[src/mft_pkg.sv]
// Package for the multi-function timer, watchdog and interrupt control block.
// Assumes a single clock; the crystal tick arrives as a one-cycle enable.
package mft_pkg;
	localparam logic [7:0] RTC_RATE_SELECT_OFS = 8'h09;
	localparam logic [7:0] IRQ_CONTROL_PRIMARY_OFS = 8'h0B;
	localparam logic [7:0] IRQ_CONTROL_SECONDARY_OFS = 8'h1E;
	// irq_control_primary fields
	localparam int GLOBAL_EN_BIT = 0;
	localparam int EXT_EN_BIT = 1;
	localparam int TB_EN_BIT = 2;
	localparam int RTC_EN_BIT = 3;
	localparam int EXT_FLAG_BIT = 4;
	localparam int TB_FLAG_BIT = 5;
	localparam int RTC_FLAG_BIT = 6;
	// irq_control_secondary fields
	localparam int CNT_EN_BIT = 0;
	localparam int CNT_FLAG_BIT = 4;
	// Reset values
	localparam logic [7:0] PRIMARY_RST = 8'h00;
	localparam logic [7:0] SECONDARY_RST = 8'h00;
	localparam logic [2:0] RTC_RATE_RST = 3'h7;
	// Divider chain layout
	localparam int DIV_STAGES = 7;
	localparam int PRESC_BITS = 8;
	localparam int CHAIN_BITS = DIV_STAGES + PRESC_BITS;
	localparam int RTC_BASE_EXP = 8;
	localparam int LCD_EXP = 3;
	localparam int WDT_EXTRA = 2;
	// Interrupt vectors
	localparam logic [4:0] VEC_EXT = 5'h04;
	localparam logic [4:0] VEC_TB = 5'h08;
	localparam logic [4:0] VEC_RTC = 5'h0C;
	localparam logic [4:0] VEC_CNT = 5'h10;
endpackage : mft_pkg

[src/mft_timer.sv]
// Multi-function timer top: chain, watchdog, time base, RTC, interrupt registers.
// Assumes the CPU accesses data memory with one-cycle rd/wr strobes and an 8-bit address.
`timescale 1ns/100ps
`default_nettype none
// Function
// - secondary bit0 enables counter interrupt
// - secondary bit4 is counter request flag
// - other secondary bits read zero
// - flags stay set until serviced or cleared
// - oscillator chain runs during halt
// - RTC runs from crystal during halt
// - disabled watchdog ignores its instructions
// - watchdog counts in halt, wakes device
// - normal overflow: chip reset, set timeout
// - halt overflow: warm reset, set timeout
// - reset pin, clear, halt clear watchdog
// - mask selects single or paired clear
// - watchdog period 3*2^14 to 2^16
// - clears touch only last two stages
// - 7-stage divider plus 8-bit prescaler
// - LCD clock /8, buzzer /4../512
// - time base period 2^12..2^15 sets flag
// - time base vectors 08H when allowed
// - time base wakes unless flag preset
// - RTC factor 2^(8+code)
// - RTC flag bit6, vector 0CH
// - RTC pulse feeds counter A
// - primary bit0 is global enable
// - priority external, tb, rtc, counter
module mft_timer #(
	parameter logic [1:0] TB_SEL = 2'h3,
	parameter logic [2:0] BUZ_SEL = 3'h0,
	parameter logic WDT_ENABLE = 1'b1,
	parameter logic CLEAR_TWICE = 1'b0
) (
	// Clock and reset
	input wire logic mclk,
	input wire logic reset,
	// Crystal tick, one cycle per 32768 Hz period
	input wire logic tick_en,
	// Data memory access
	input wire logic [7:0] addr,
	input wire logic wr_en,
	input wire logic rd_en,
	input wire logic [7:0] wr_data,
	output logic [7:0] rd_data,
	// Core status
	input wire logic halted,
	input wire logic halt_entry,
	input wire logic stack_full,
	input wire logic irq_ack,
	input wire logic ext_irq_event,
	input wire logic counter_overflow,
	input wire logic external_reset_pin_n,
	// Watchdog instructions
	input wire logic watchdog_clear_single,
	input wire logic watchdog_clear_first,
	input wire logic watchdog_clear_second,
	// Interrupt request to core
	output logic irq_req,
	output logic [4:0] irq_vector,
	output logic wake_up,
	// Reset requests
	output logic chip_reset,
	output logic warm_reset,
	output logic timeout_status,
	// Clocks out
	output logic rtc_pulse,
	output logic lcd_clk,
	output logic buzzer_clk
);
	////////////////////////////////////////////////////////////////////////////////
	// Shared chain
	localparam int CW = mft_pkg::CHAIN_BITS;
	logic [CW-1:0] chain_count;
	logic [CW-1:0] tap_pulse;
	mft_chain #(.WIDTH(CW)) mft_chain_inst (
		.mclk(mclk),
		.reset(reset),
		.tick_en(tick_en),
		.count(chain_count),
		.tap_pulse(tap_pulse)
	);

	////////////////////////////////////////////////////////////////////////////////
	// Registers
	logic [7:0] primary_ff;
	logic [7:0] secondary_ff;
	logic [2:0] rtc_rate_ff;
	logic [7:0] rd_data_ff;
	logic wr_primary;
	logic wr_secondary;
	logic wr_rate;
	assign wr_primary = wr_en && (addr == mft_pkg::IRQ_CONTROL_PRIMARY_OFS);
	assign wr_secondary = wr_en && (addr == mft_pkg::IRQ_CONTROL_SECONDARY_OFS);
	assign wr_rate = wr_en && (addr == mft_pkg::RTC_RATE_SELECT_OFS);

	////////////////////////////////////////////////////////////////////////////////
	// Time-out taps
	// Tap k pulses once every 2^(k+1) ticks
	function automatic logic tap_at(input logic [CW-1:0] p, input int exp);
		tap_at = p[exp-1];
	endfunction : tap_at
	logic tb_timeout;
	logic rtc_timeout;
	logic wdt_stage;
	assign tb_timeout = tap_at(tap_pulse, 12 + int'(TB_SEL));
	assign rtc_timeout = tap_at(tap_pulse, mft_pkg::RTC_BASE_EXP + int'(rtc_rate_ff));
	// Watchdog counts the 2^14 carry into its last two stages
	assign wdt_stage = tap_at(tap_pulse, CW - 1);

	////////////////////////////////////////////////////////////////////////////////
	// Watchdog
	logic wdt_overflow;
	logic wdt_hard_clear;
	assign wdt_hard_clear = ~external_reset_pin_n | halt_entry;
	mft_wdt mft_wdt_inst (
		.mclk(mclk),
		.reset(reset),
		.wdt_enable(WDT_ENABLE),
		.clear_twice(CLEAR_TWICE),
		.stage_pulse(wdt_stage),
		.hard_clear(wdt_hard_clear),
		.clr_single(watchdog_clear_single),
		.clr_first(watchdog_clear_first),
		.clr_second(watchdog_clear_second),
		.overflow(wdt_overflow)
	);

	////////////////////////////////////////////////////////////////////////////////
	// Interrupt selection
	logic ext_pend;
	logic tb_pend;
	logic rtc_pend;
	logic cnt_pend;
	logic sel_ext;
	logic sel_tb;
	logic sel_rtc;
	logic sel_cnt;
	logic any_pend;
	logic [4:0] nxt_vector;
	assign ext_pend = primary_ff[mft_pkg::EXT_EN_BIT] & primary_ff[mft_pkg::EXT_FLAG_BIT];
	assign tb_pend = primary_ff[mft_pkg::TB_EN_BIT] & primary_ff[mft_pkg::TB_FLAG_BIT];
	assign rtc_pend = primary_ff[mft_pkg::RTC_EN_BIT] & primary_ff[mft_pkg::RTC_FLAG_BIT];
	assign cnt_pend = secondary_ff[mft_pkg::CNT_EN_BIT] & secondary_ff[mft_pkg::CNT_FLAG_BIT];
	// Nothing serviced with global enable low or stack full
	assign any_pend = primary_ff[mft_pkg::GLOBAL_EN_BIT] & ~stack_full
		& (ext_pend | tb_pend | rtc_pend | cnt_pend);
	// Fixed priority
	assign sel_ext = ext_pend;
	assign sel_tb = tb_pend & ~ext_pend;
	assign sel_rtc = rtc_pend & ~ext_pend & ~tb_pend;
	assign sel_cnt = cnt_pend & ~ext_pend & ~tb_pend & ~rtc_pend;
	assign nxt_vector = sel_ext ? mft_pkg::VEC_EXT : sel_tb ? mft_pkg::VEC_TB
		: sel_rtc ? mft_pkg::VEC_RTC : mft_pkg::VEC_CNT;
	logic ack;
	assign ack = irq_ack & irq_req;

	////////////////////////////////////////////////////////////////////////////////
	// Register next values: hardware set wins over clear
	logic [7:0] nxt_primary;
	logic [7:0] nxt_secondary;
	logic [7:0] prim_base;
	logic [7:0] sec_base;
	assign prim_base = wr_primary ? {1'b0, wr_data[6:0]} : primary_ff;
	assign sec_base = wr_secondary ? (wr_data & 8'h11) : secondary_ff;
	always_comb begin
		nxt_primary = prim_base;
		if (ack) begin
			nxt_primary[mft_pkg::GLOBAL_EN_BIT] = 1'b0;
			if (sel_ext) nxt_primary[mft_pkg::EXT_FLAG_BIT] = 1'b0;
			if (sel_tb) nxt_primary[mft_pkg::TB_FLAG_BIT] = 1'b0;
			if (sel_rtc) nxt_primary[mft_pkg::RTC_FLAG_BIT] = 1'b0;
		end
		if (ext_irq_event) nxt_primary[mft_pkg::EXT_FLAG_BIT] = 1'b1;
		if (tb_timeout) nxt_primary[mft_pkg::TB_FLAG_BIT] = 1'b1;
		if (rtc_timeout) nxt_primary[mft_pkg::RTC_FLAG_BIT] = 1'b1;
		nxt_secondary = sec_base;
		if (ack && sel_cnt) nxt_secondary[mft_pkg::CNT_FLAG_BIT] = 1'b0;
		if (counter_overflow) nxt_secondary[mft_pkg::CNT_FLAG_BIT] = 1'b1;
	end

	////////////////////////////////////////////////////////////////////////////////
	// Halt wake-up: flags already set at halt entry lose their wake ability
	logic [3:0] armed_ff;
	logic [3:0] flags_now;
	logic [3:0] flags_rise;
	assign flags_now = {secondary_ff[mft_pkg::CNT_FLAG_BIT], primary_ff[mft_pkg::RTC_FLAG_BIT],
		primary_ff[mft_pkg::TB_FLAG_BIT], primary_ff[mft_pkg::EXT_FLAG_BIT]};
	assign flags_rise = flags_now & armed_ff;

	////////////////////////////////////////////////////////////////////////////////
	// Flip-flops
	logic warm_ff;
	logic chip_ff;
	logic wake_ff;
	logic to_ff;
	logic irq_ff;
	logic [4:0] vec_ff;
	logic rtc_ff;
	logic lcd_ff;
	logic buz_ff;
	always_ff @(posedge mclk or posedge reset) begin
		if (reset) begin
			primary_ff <= mft_pkg::PRIMARY_RST;
			secondary_ff <= mft_pkg::SECONDARY_RST;
			rtc_rate_ff <= mft_pkg::RTC_RATE_RST;
			rd_data_ff <= 8'h00;
			armed_ff <= 4'h0;
			irq_ff <= 1'b0;
			vec_ff <= 5'h00;
		end else if (!warm_ff) begin
			primary_ff <= nxt_primary;
			secondary_ff <= nxt_secondary;
			if (wr_rate) rtc_rate_ff <= wr_data[2:0];
			if (rd_en) begin
				rd_data_ff <= (addr == mft_pkg::IRQ_CONTROL_PRIMARY_OFS) ? primary_ff
					: (addr == mft_pkg::IRQ_CONTROL_SECONDARY_OFS) ? secondary_ff
					: (addr == mft_pkg::RTC_RATE_SELECT_OFS) ? {5'h00, rtc_rate_ff} : 8'h00;
			end
			armed_ff <= halt_entry ? ~flags_now : (halted ? armed_ff & ~flags_now : 4'h0);
			irq_ff <= any_pend & ~ack;
			vec_ff <= nxt_vector;
		end
	end
	// Watchdog and reset outcomes
	always_ff @(posedge mclk or posedge reset) begin
		if (reset) begin
			warm_ff <= 1'b0;
			chip_ff <= 1'b0;
			wake_ff <= 1'b0;
			to_ff <= 1'b0;
		end else begin
			warm_ff <= wdt_overflow & halted;
			chip_ff <= wdt_overflow & ~halted;
			wake_ff <= halted & ((wdt_overflow) | (|flags_rise));
			if (wdt_overflow) to_ff <= 1'b1;
			else if (halt_entry || (WDT_ENABLE && watchdog_clear_single)) to_ff <= 1'b0;
		end
	end
	// Clock outputs from chain taps
	always_ff @(posedge mclk or posedge reset) begin
		if (reset) begin
			rtc_ff <= 1'b0;
			lcd_ff <= 1'b0;
			buz_ff <= 1'b0;
		end else begin
			rtc_ff <= rtc_timeout;
			lcd_ff <= chain_count[mft_pkg::LCD_EXP-1];
			buz_ff <= chain_count[int'(BUZ_SEL) + 1];
		end
	end
	assign rd_data = rd_data_ff;
	assign irq_req = irq_ff;
	assign irq_vector = vec_ff;
	assign wake_up = wake_ff;
	assign chip_reset = chip_ff;
	assign warm_reset = warm_ff;
	assign timeout_status = to_ff;
	assign rtc_pulse = rtc_ff;
	assign lcd_clk = lcd_ff;
	assign buzzer_clk = buz_ff;

	////////////////////////////////////////////////////////////////////////////////
	// Checks
	a_warm_in_halt: assert property (@(posedge mclk) disable iff (reset)
		wdt_overflow && halted |=> warm_reset && !chip_reset) else $error("warm reset missing");
	a_chip_in_run: assert property (@(posedge mclk) disable iff (reset)
		wdt_overflow && !halted |=> chip_reset && timeout_status) else $error("chip reset missing");
	a_tb_flag_set: assert property (@(posedge mclk) disable iff (reset)
		tb_timeout && !warm_reset |=> primary_ff[5]) else $error("time base flag not set");
	a_rtc_flag_set: assert property (@(posedge mclk) disable iff (reset)
		rtc_timeout && !warm_reset |=> primary_ff[6]) else $error("rtc flag not set");
	a_sec_zero_bits: assert property (@(posedge mclk) disable iff (reset)
		(secondary_ff & 8'hEE) == 8'h00) else $error("unused bits set");
	a_global_gate: assert property (@(posedge mclk) disable iff (reset)
		!primary_ff[0] && !warm_reset |=> !irq_req) else $error("irq without global enable");
	a_flag_sticky: assert property (@(posedge mclk) disable iff (reset)
		secondary_ff[4] && !wr_secondary && !ack && !warm_reset |=> secondary_ff[4])
		else $error("flag dropped");
	a_tb_vector: assert property (@(posedge mclk) disable iff (reset)
		irq_req && irq_vector == 5'h08 |-> !primary_ff[4] || !primary_ff[1])
		else $error("priority broken");
	a_lcd_rate: assert property (@(posedge mclk) disable iff (reset)
		tick_en && chain_count[2:0] == 3'h3 |=> ##1 $rose(lcd_clk)) else $error("lcd clock");
	c_warm: cover property (@(posedge mclk) disable iff (reset) warm_reset);
	c_chip: cover property (@(posedge mclk) disable iff (reset) chip_reset);
	c_irq_tb: cover property (@(posedge mclk) disable iff (reset) irq_req && irq_vector == 5'h08);
	c_wake: cover property (@(posedge mclk) disable iff (reset) wake_up);
endmodule : mft_timer
`default_nettype wire

[src/mft_chain.sv]
// Shared 7-stage divider plus 8-bit prescaler and its tap pulses.
// Assumes tick_en is one cycle per crystal period.
`timescale 1ns/100ps
`default_nettype none
module mft_chain #(
	parameter int WIDTH = mft_pkg::CHAIN_BITS
) (
	// Clock and reset
	input wire logic mclk,
	input wire logic reset,
	// Crystal tick
	input wire logic tick_en,
	// Tap outputs, one bit per stage
	output logic [WIDTH-1:0] count,
	output logic [WIDTH-1:0] tap_pulse
);
	logic [WIDTH-1:0] count_ff;
	logic [WIDTH-1:0] nxt_count;
	assign nxt_count = count_ff + {{(WIDTH-1){1'b0}}, 1'b1};
	// A stage period ends when its bit falls, so every tap comes from one edge
	assign tap_pulse = {WIDTH{tick_en}} & count_ff & ~nxt_count;
	assign count = count_ff;
	// Free running; only the system reset clears it, halt never stops it
	always_ff @(posedge mclk or posedge reset) begin
		if (reset) begin
			count_ff <= '0;
		end else if (tick_en) begin
			count_ff <= nxt_count;
		end
	end
endmodule : mft_chain
`default_nettype wire

[src/mft_wdt.sv]
// Watchdog: last two stages after the shared chain, with clear schemes.
// Assumes clear strobes are one-cycle instruction pulses.
`timescale 1ns/100ps
`default_nettype none
module mft_wdt (
	// Clock and reset
	input wire logic mclk,
	input wire logic reset,
	// Options and controls
	input wire logic wdt_enable,
	input wire logic clear_twice,
	input wire logic stage_pulse,
	input wire logic hard_clear,
	input wire logic clr_single,
	input wire logic clr_first,
	input wire logic clr_second,
	// Result
	output logic overflow
);
	logic [1:0] stage_ff;
	logic first_seen_ff;
	logic second_seen_ff;
	logic soft_clear;
	logic [1:0] nxt_stage;
	// One scheme live at a time; the other set of instructions does nothing
	assign soft_clear = clear_twice ? ((first_seen_ff | clr_first) & (second_seen_ff | clr_second))
		: clr_single;
	assign nxt_stage = stage_ff + 2'h1;
	// Overflow at chain carry with both stages full: 3*2^14..2^16 ticks
	assign overflow = wdt_enable & stage_pulse & (stage_ff == 2'h3);
	always_ff @(posedge mclk or posedge reset) begin
		if (reset) begin
			stage_ff <= 2'h0;
			first_seen_ff <= 1'b0;
			second_seen_ff <= 1'b0;
		end else if (!wdt_enable) begin
			// Disabled watchdog ignores every related instruction
			stage_ff <= 2'h0;
			first_seen_ff <= 1'b0;
			second_seen_ff <= 1'b0;
		end else begin
			// Clears reach only these two stages, never the shared chain
			if (hard_clear || soft_clear) begin
				stage_ff <= 2'h0;
			end else if (stage_pulse) begin
				stage_ff <= nxt_stage;
			end
			first_seen_ff <= (clr_first | first_seen_ff) & ~(soft_clear | hard_clear);
			second_seen_ff <= (clr_second | second_seen_ff) & ~(soft_clear | hard_clear);
		end
	end
endmodule : mft_wdt
`default_nettype wire

[config.mk]
export PLATFORM = sky130hd
export DESIGN_NAME = mft_timer
export DESIGN_NICKNAME = d
export VERILOG_FILES = /design/src/mft_pkg.sv /design/src/mft_timer.sv /design/src/mft_chain.sv /design/src/mft_wdt.sv
export SDC_FILE = /design/constraint.sdc
export NUM_CORES = 1
export LEC_CHECK = 0
export BUFFER_PORTS_ARGS = -buffer_cell sky130_fd_sc_hd__buf_2
export CAP_MARGIN = 30
export CELL_PAD_IN_SITES_DETAIL_PLACEMENT = 1
export CELL_PAD_IN_SITES_GLOBAL_PLACEMENT = 2
export CORE_ASPECT_RATIO = 1.2
export CORE_MARGIN = 2
export CORE_UTILIZATION = 31
export DETAILED_ROUTE_END_ITERATION = 12
export PLACE_DENSITY_LB_ADDON = 0.1
export SLEW_MARGIN = 20
export SYNTH_ARGS = -nofsm -noshare
export SYNTH_HDL_FRONTEND = slang
export SYNTH_SLANG_ARGS = --single-unit
[constraint.sdc]
create_clock -name mclk -period 2.15 [get_ports mclk]
set_clock_uncertainty 0.2 [all_clocks]
set_input_delay 0.215 -clock mclk [delete_from_list [all_inputs] [get_ports mclk]]
set_output_delay 0.215 -clock mclk [all_outputs]
set_load 0.01 [all_outputs]
# [After elaboration in Yosys (flattened, before gate mapping)]
# Index checks and enable logic that the tools add are counted.
[classes] n_bitwise=37 n_reduce_logical=17 eq_ne=4 n_lt_le_gt_ge=1 addsub=4 muxes=27
[ops] op="15-bit bitwise AND" n=2
[ops] op="5-bit 2-to-1 mux" n=5
[ops] op="1-bit bitwise AND" n=18
[ops] op="8-bit by 4-bit == test with 1-bit output (second input constant)" n=2
[ops] op="15-bit by 1-bit adder with 15-bit output (second input constant)" n=1
[ops] op="15-bit NOT" n=1
[ops] op="7-bit 2-to-1 mux" n=2
[ops] op="1-bit 2-to-1 mux" n=13
[ops] op="2-bit AND reduction" n=6
[ops] op="4-bit bitwise AND" n=2
[ops] op="8-bit by 5-bit == test with 1-bit output (second input constant)" n=1
[ops] op="4-bit 2-to-1 mux" n=2
[ops] op="1-bit NOT" n=8
[ops] op="6-bit less-than comparator (second input constant)" n=1
[ops] op="3-bit 2-to-1 mux" n=2
[ops] op="2-bit nonzero test" n=3
[ops] op="5-bit by 1-bit subtractor with 6-bit output (second input constant)" n=1
[ops] op="4-bit by 3-bit adder with 5-bit output (first input constant)" n=1
[ops] op="1-bit OR" n=5
[ops] op="1-bit binary-select mux with 4-bit select" n=1
[ops] op="1-bit logical AND" n=4
[ops] op="2-bit 2-to-1 mux" n=2
[ops] op="4-bit NOT" n=1
[ops] op="4-bit OR reduction" n=1
[ops] op="4 further kinds" n=5
[totals] wordCells=109 register_bits=54 output_inout_bits=21 in_bits=31

# [Longest topological paths before layout]
[logic_depth] depth_word=8 depth_mapped=9 mapped_depth_nobuf=8

# [By module]
# A second synthesis with hierarchy kept.
[hier_totals] hier_cells=271 area_unflattened_um2=2817.7
[by_module_without_submodules] mod="mft_timer" seq_area_each_um2=854.6 cells_per_inst=171 area_per_inst_um2=1740.4 n_inst=1
[by_module_without_submodules] mod="mft_chain" seq_area_each_um2=375.4 cells_per_inst=80 area_per_inst_um2=848.3 n_inst=1
[by_module_without_submodules] mod="mft_wdt" seq_area_each_um2=100.1 cells_per_inst=20 area_per_inst_um2=229.0 n_inst=1

# [Worst setup path after synthesis]
# Ideal clock, no wire load.
[synth_timing] path_type="reg2reg" from="register rtc_rate_ff[1]" to="register primary_ff[6]" synth_period_minus_slack_ps=2157 path_buffers=1 path_slack_ps=-7 setup_ps=64 path_stages_with_launch=10 arrival_ps=1893 t_required_ps=1886 cell_sequence="dfstp_2 -> inv_1 -> ha_1 -> buf_2 -> a21oi_1 -> nor3b_1 -> a21oi_1 -> or4_1 -> nand4_2 -> a21o_1"
[synth_between] elab_chain_len=6
[synth_rtl] item="start: declaration" line="mft_timer.sv:89" rtl="logic [2:0] rtc_rate_ff;"
[synth_rtl] item="start signal: assignment" line="mft_timer.sv:207" rtl="rtc_rate_ff <= mft_pkg::RTC_RATE_RST;"
[synth_rtl] item="start signal: assignment" line="mft_timer.sv:215" rtl="if (wr_rate) rtc_rate_ff <= wr_data[2:0];"
[synth_rtl] item="4-bit by 3-bit adder with 5-bit output" line="mft_timer.sv:108" rtl="assign rtc_timeout = tap_at(tap_pulse, mft_pkg::RTC_BASE_EXP + int'(rtc_rate_ff));"
[synth_rtl] item="5-bit by 1-bit subtractor with 6-bit output" line="mft_timer.sv:102" rtl="tap_at = p[exp-1];"
[synth_rtl] item="1-bit binary-select mux with 4-bit select" line="mft_timer.sv:102"
[synth_rtl] item="1-bit 2-to-1 mux (implied by the code) (2 in series)" line="mft_timer.sv:102"
[synth_rtl] item="via rtc_timeout" line="mft_timer.sv:105" rtl="logic rtc_timeout;"
[synth_rtl] item="1-bit 2-to-1 mux" line="mft_timer.sv:177" rtl="if (rtc_timeout) nxt_primary[mft_pkg::RTC_FLAG_BIT] = 1'b1;"
[synth_rtl] item="end signal: assignment" line="mft_timer.sv:205" rtl="primary_ff <= mft_pkg::PRIMARY_RST;"
[synth_rtl] item="end signal: assignment" line="mft_timer.sv:213" rtl="primary_ff <= nxt_primary;"
[synth_rtl] item="end: declaration" line="mft_timer.sv:87" rtl="logic [7:0] primary_ff;"
# The timed path passes the listed nets, and every way through them passes these cells. The select of a mux whose other input is x is not followed.
# A chain may end at the register's enable or synchronous reset.

# [Worst setup path in the final report]
# Ends and elaborated chain as after synthesis.

==> flow_summary.ini <==
[die]
fp-row-count = 36
dieArea_sq_um = 9190
fp.coreArea_sq_um = 8150
start_util = 0.321
die_w_um = 87.9
io_pins = 52
die_height_um = 105

[routing]
num_vias = 2166
wl_met1_um = 2840
drt_iter0_drc = 43
route.antenna.remaining_nets = 0
drc = 0
wirelength_um = 6700
routed-wl-met2_um = 3590
top_layer = met4
viasPerCell = 4.81
dr_wl_met3_um = 164
wire_per_inst_um = 14.9
drtPass1Iterations = 4

[sta]
post-route-period-util = 0.980
finalMaxSlewViolations = 0
setup_ws_ps = 44.0
max_clock_freq_mhz = 475
fin_hold_ws_ps = 20.3
period_needed_ps = 2110
finalSetupViolations = 0
finalHoldViolations = 0
rsz0062_at_grt = true

[clock_tree]
cts_buffers = 5
clock_sinks = 51
root_buffer = clkbuf_8
clkTransAtPathRegs_ps = 100
worstSkewPairLatency_ps = 300
cts_max_level = 2
cts_tree = built
cts_max_path_buffers = 2

[worst_setup_path]
cp_max_fo = 8
path_depth = 8
worstPathArrival_ps = 2150
worst-r2r-cell-count = 8
cp.buffers_inverters = 1
max_stage_delay_ps = 550
slowest_stage = dfstp_2
cp_cell_sequence = inv_2 -> ha_4 -> a21oi_2 -> nor3b_1 -> a21oi_1 -> or4_1 -> nand4_2 -> a21o_1
cp_top_family = simple AND/OR/NAND/NOR gates
critPathLaunchType = flip-flop
r2r_setup_slack_ps = 40
cp-end-kind = flip-flop
worst_ep_required_time_ps = 2200
critPathKind = reg -> reg

[global_route]
first_global_vias = 2316
grt_pass1_wl_um = 11500
grt.overflow.total = 0
antenna_found_initial = 0
grt_use_total = 0.158
grt_max_degree = 23

[layout]
multiInputGateArea_sq_um = 1260
seqCellArea_sq_um = 1280
final_area_sq_um = 3310
area_delta_synth_final_pct = 26.4
drive_gt1_frac = 0.310
final_common_cell = dfrtp_1
diodes = 0
final_nets = 369
postLayoutCoreUtil = 0.405
fill_cells = 965
final_cell_mix = 48 x dfrtp_1, 45 x buf_2, 42 x nand2_1

[synthesis]
yosys_warnings = 0
ys_seq_elements = 51
synth_area_sq_um = 2620
syn_inst = 265
synth.avg_cell_area_sq_um = 9.87
synthFlopType = dfrtp_1
async_flop_share = 1.00
ys_seq_area_frac = 0.489
synth_enable_flop_cells = 0
synth_cell_types = 53

[placed_design]
place_ws_ps = -117
portBuffers = 45
placed_cell_area_sq_um = 3050
routabilityCongestion = 0.712
dp_hpwl_um = 5130

[worst_hold_path]
hold_path.class = in -> reg
min_path_cells = 3

[power]
p_leak_uw = 0.00150
power_density_nw_per_um2 = 704
peakVddDrop_mv = 0.442
power_uw = 2330

[run_status]
outcome = completed

[job]
cap_violations = 0
## path summary, 6_finish.rpt
path                                              to                       start
max                        primary_ff[6]$_DFFE_PP0N_  rtc_rate_ff[1]$_DFFE_PP1P_
min                        primary_ff[4]$_DFFE_PP0N_                  wr_data[4]
max reg2reg                primary_ff[6]$_DFFE_PP0N_  rtc_rate_ff[1]$_DFFE_PP1P_
min reg2reg                   rd_data[1]$_DFFE_PP0P_      rd_data[1]$_DFFE_PP0P_
max in group asynchronous  primary_ff[5]$_DFFE_PP0N_                       reset
min in group asynchronous  primary_ff[0]$_DFFE_PP0P_                       reset
## layer usage
| layer | up-vias | track usage |
|---|---|---|
| li1 | 1067 | - |
| met4 | 0 | 0.0473 |
| met2 | 33 | 0.274 |
| met5 | - | 0 |
| met1 | 1058 | 0.196 |
| met3 | 8 | 0.0276 |
## power breakdown
group	internal, uW	leakage (uW)	total, uW	switching, uW
sequential	1070	0.000658	1190	118
combinational	265	0.000794	548	284
clock	263	0.0000474	590	327
total	1600	0.00150	2330	729
## Yosys cell counts, types with 3 or more instances
master | count | area [sq um]
dfrtp_1 | 48 | 1200
nand4_1 | 8 | 50.1
clkbuf_1 | 4 | 15.0
xnor2_1 | 9 | 78.8
inv_1 | 9 | 33.8
mux2i_1 | 3 | 30.0
dfstp_2 | 3 | 78.8
nand3_1 | 10 | 50.1
o21ai_0 | 18 | 90.1
buf_4 | 6 | 45.0
nand4_2 | 3 | 37.5
o21ai_1 | 3 | 15.0
and3_1 | 3 | 18.8
a22oi_1 | 5 | 37.5
a31oi_1 | 3 | 18.8
nor2_1 | 13 | 48.8
mux2_2 | 6 | 67.6
buf_2 | 5 | 25.0
xor2_1 | 6 | 52.6
a21oi_1 | 18 | 90.1
ha_1 | 3 | 37.5
nand2_1 | 42 | 158
## registers in the layout (all words and copies together), names as in the netlist
name	cells
wake_up	1
rtc_pulse	1
rtc_rate_ff	3
mft_wdt_inst.stage_ff	2
rd_data	7
timeout_status	1
primary_ff	7
mft_chain_inst.count	15
secondary_ff	2
warm_reset	1
lcd_clk	1
buzzer_clk	1
chip_reset	1
irq_vector	3
armed_ff	4
irq_req	1
## metrics by stage
stage	std cells	setup TNS, ps
floorplan	267	0
global placement	430	-67.9
detailed placement	430	-117
CTS	450	0
global route	450	-17.3
finish	450	0
## cell families (layout without fill, tap and decap cells)
family	count (synthesis)	after routing	share of synthesized area
AOI/OAI and AO/OA	57	57	0.129
adders and majority gates	3	3	0.0143
buffers and inverters	24	93	0.0454
xor gates and xnor gates	16	16	0.0564
other	1	3	0.00143
muxes	9	9	0.0373
and+or+nand+nor	104	104	0.227
DFF	51	51	0.489
## timing repair
| action | 4_1_cts | 5_1_grt |
|---|---|---|
| pin swaps | 2 | 4 |
| endpoints found under the hold margin | 30 | 0 |
| hold buffers | 12 | 0 |
| gates resized for setup | 3 | 6 |
| setup buffers | 0 | 0 |
| setup endpoints to repair | 2 | 1 |
## final cells by class
cell class                      instances  share of cell area
Clock buffer                            6              0.0250
Sequential cell                        51               0.387
Tap cell                              114              0.0431
Inverter                                9              0.0102
Timing Repair Buffer                   76               0.148
Clock inverter                          2             0.00492
Multi-Input combinational cell        192               0.382
## tightest hold or removal path, delay by kind of cell
family                 cells  cell delay [ps]
AOI/OAI and AO/OA          2              170
buffers and inverters      1              100
No activity file was read; power rests on OpenSTA's default activity.
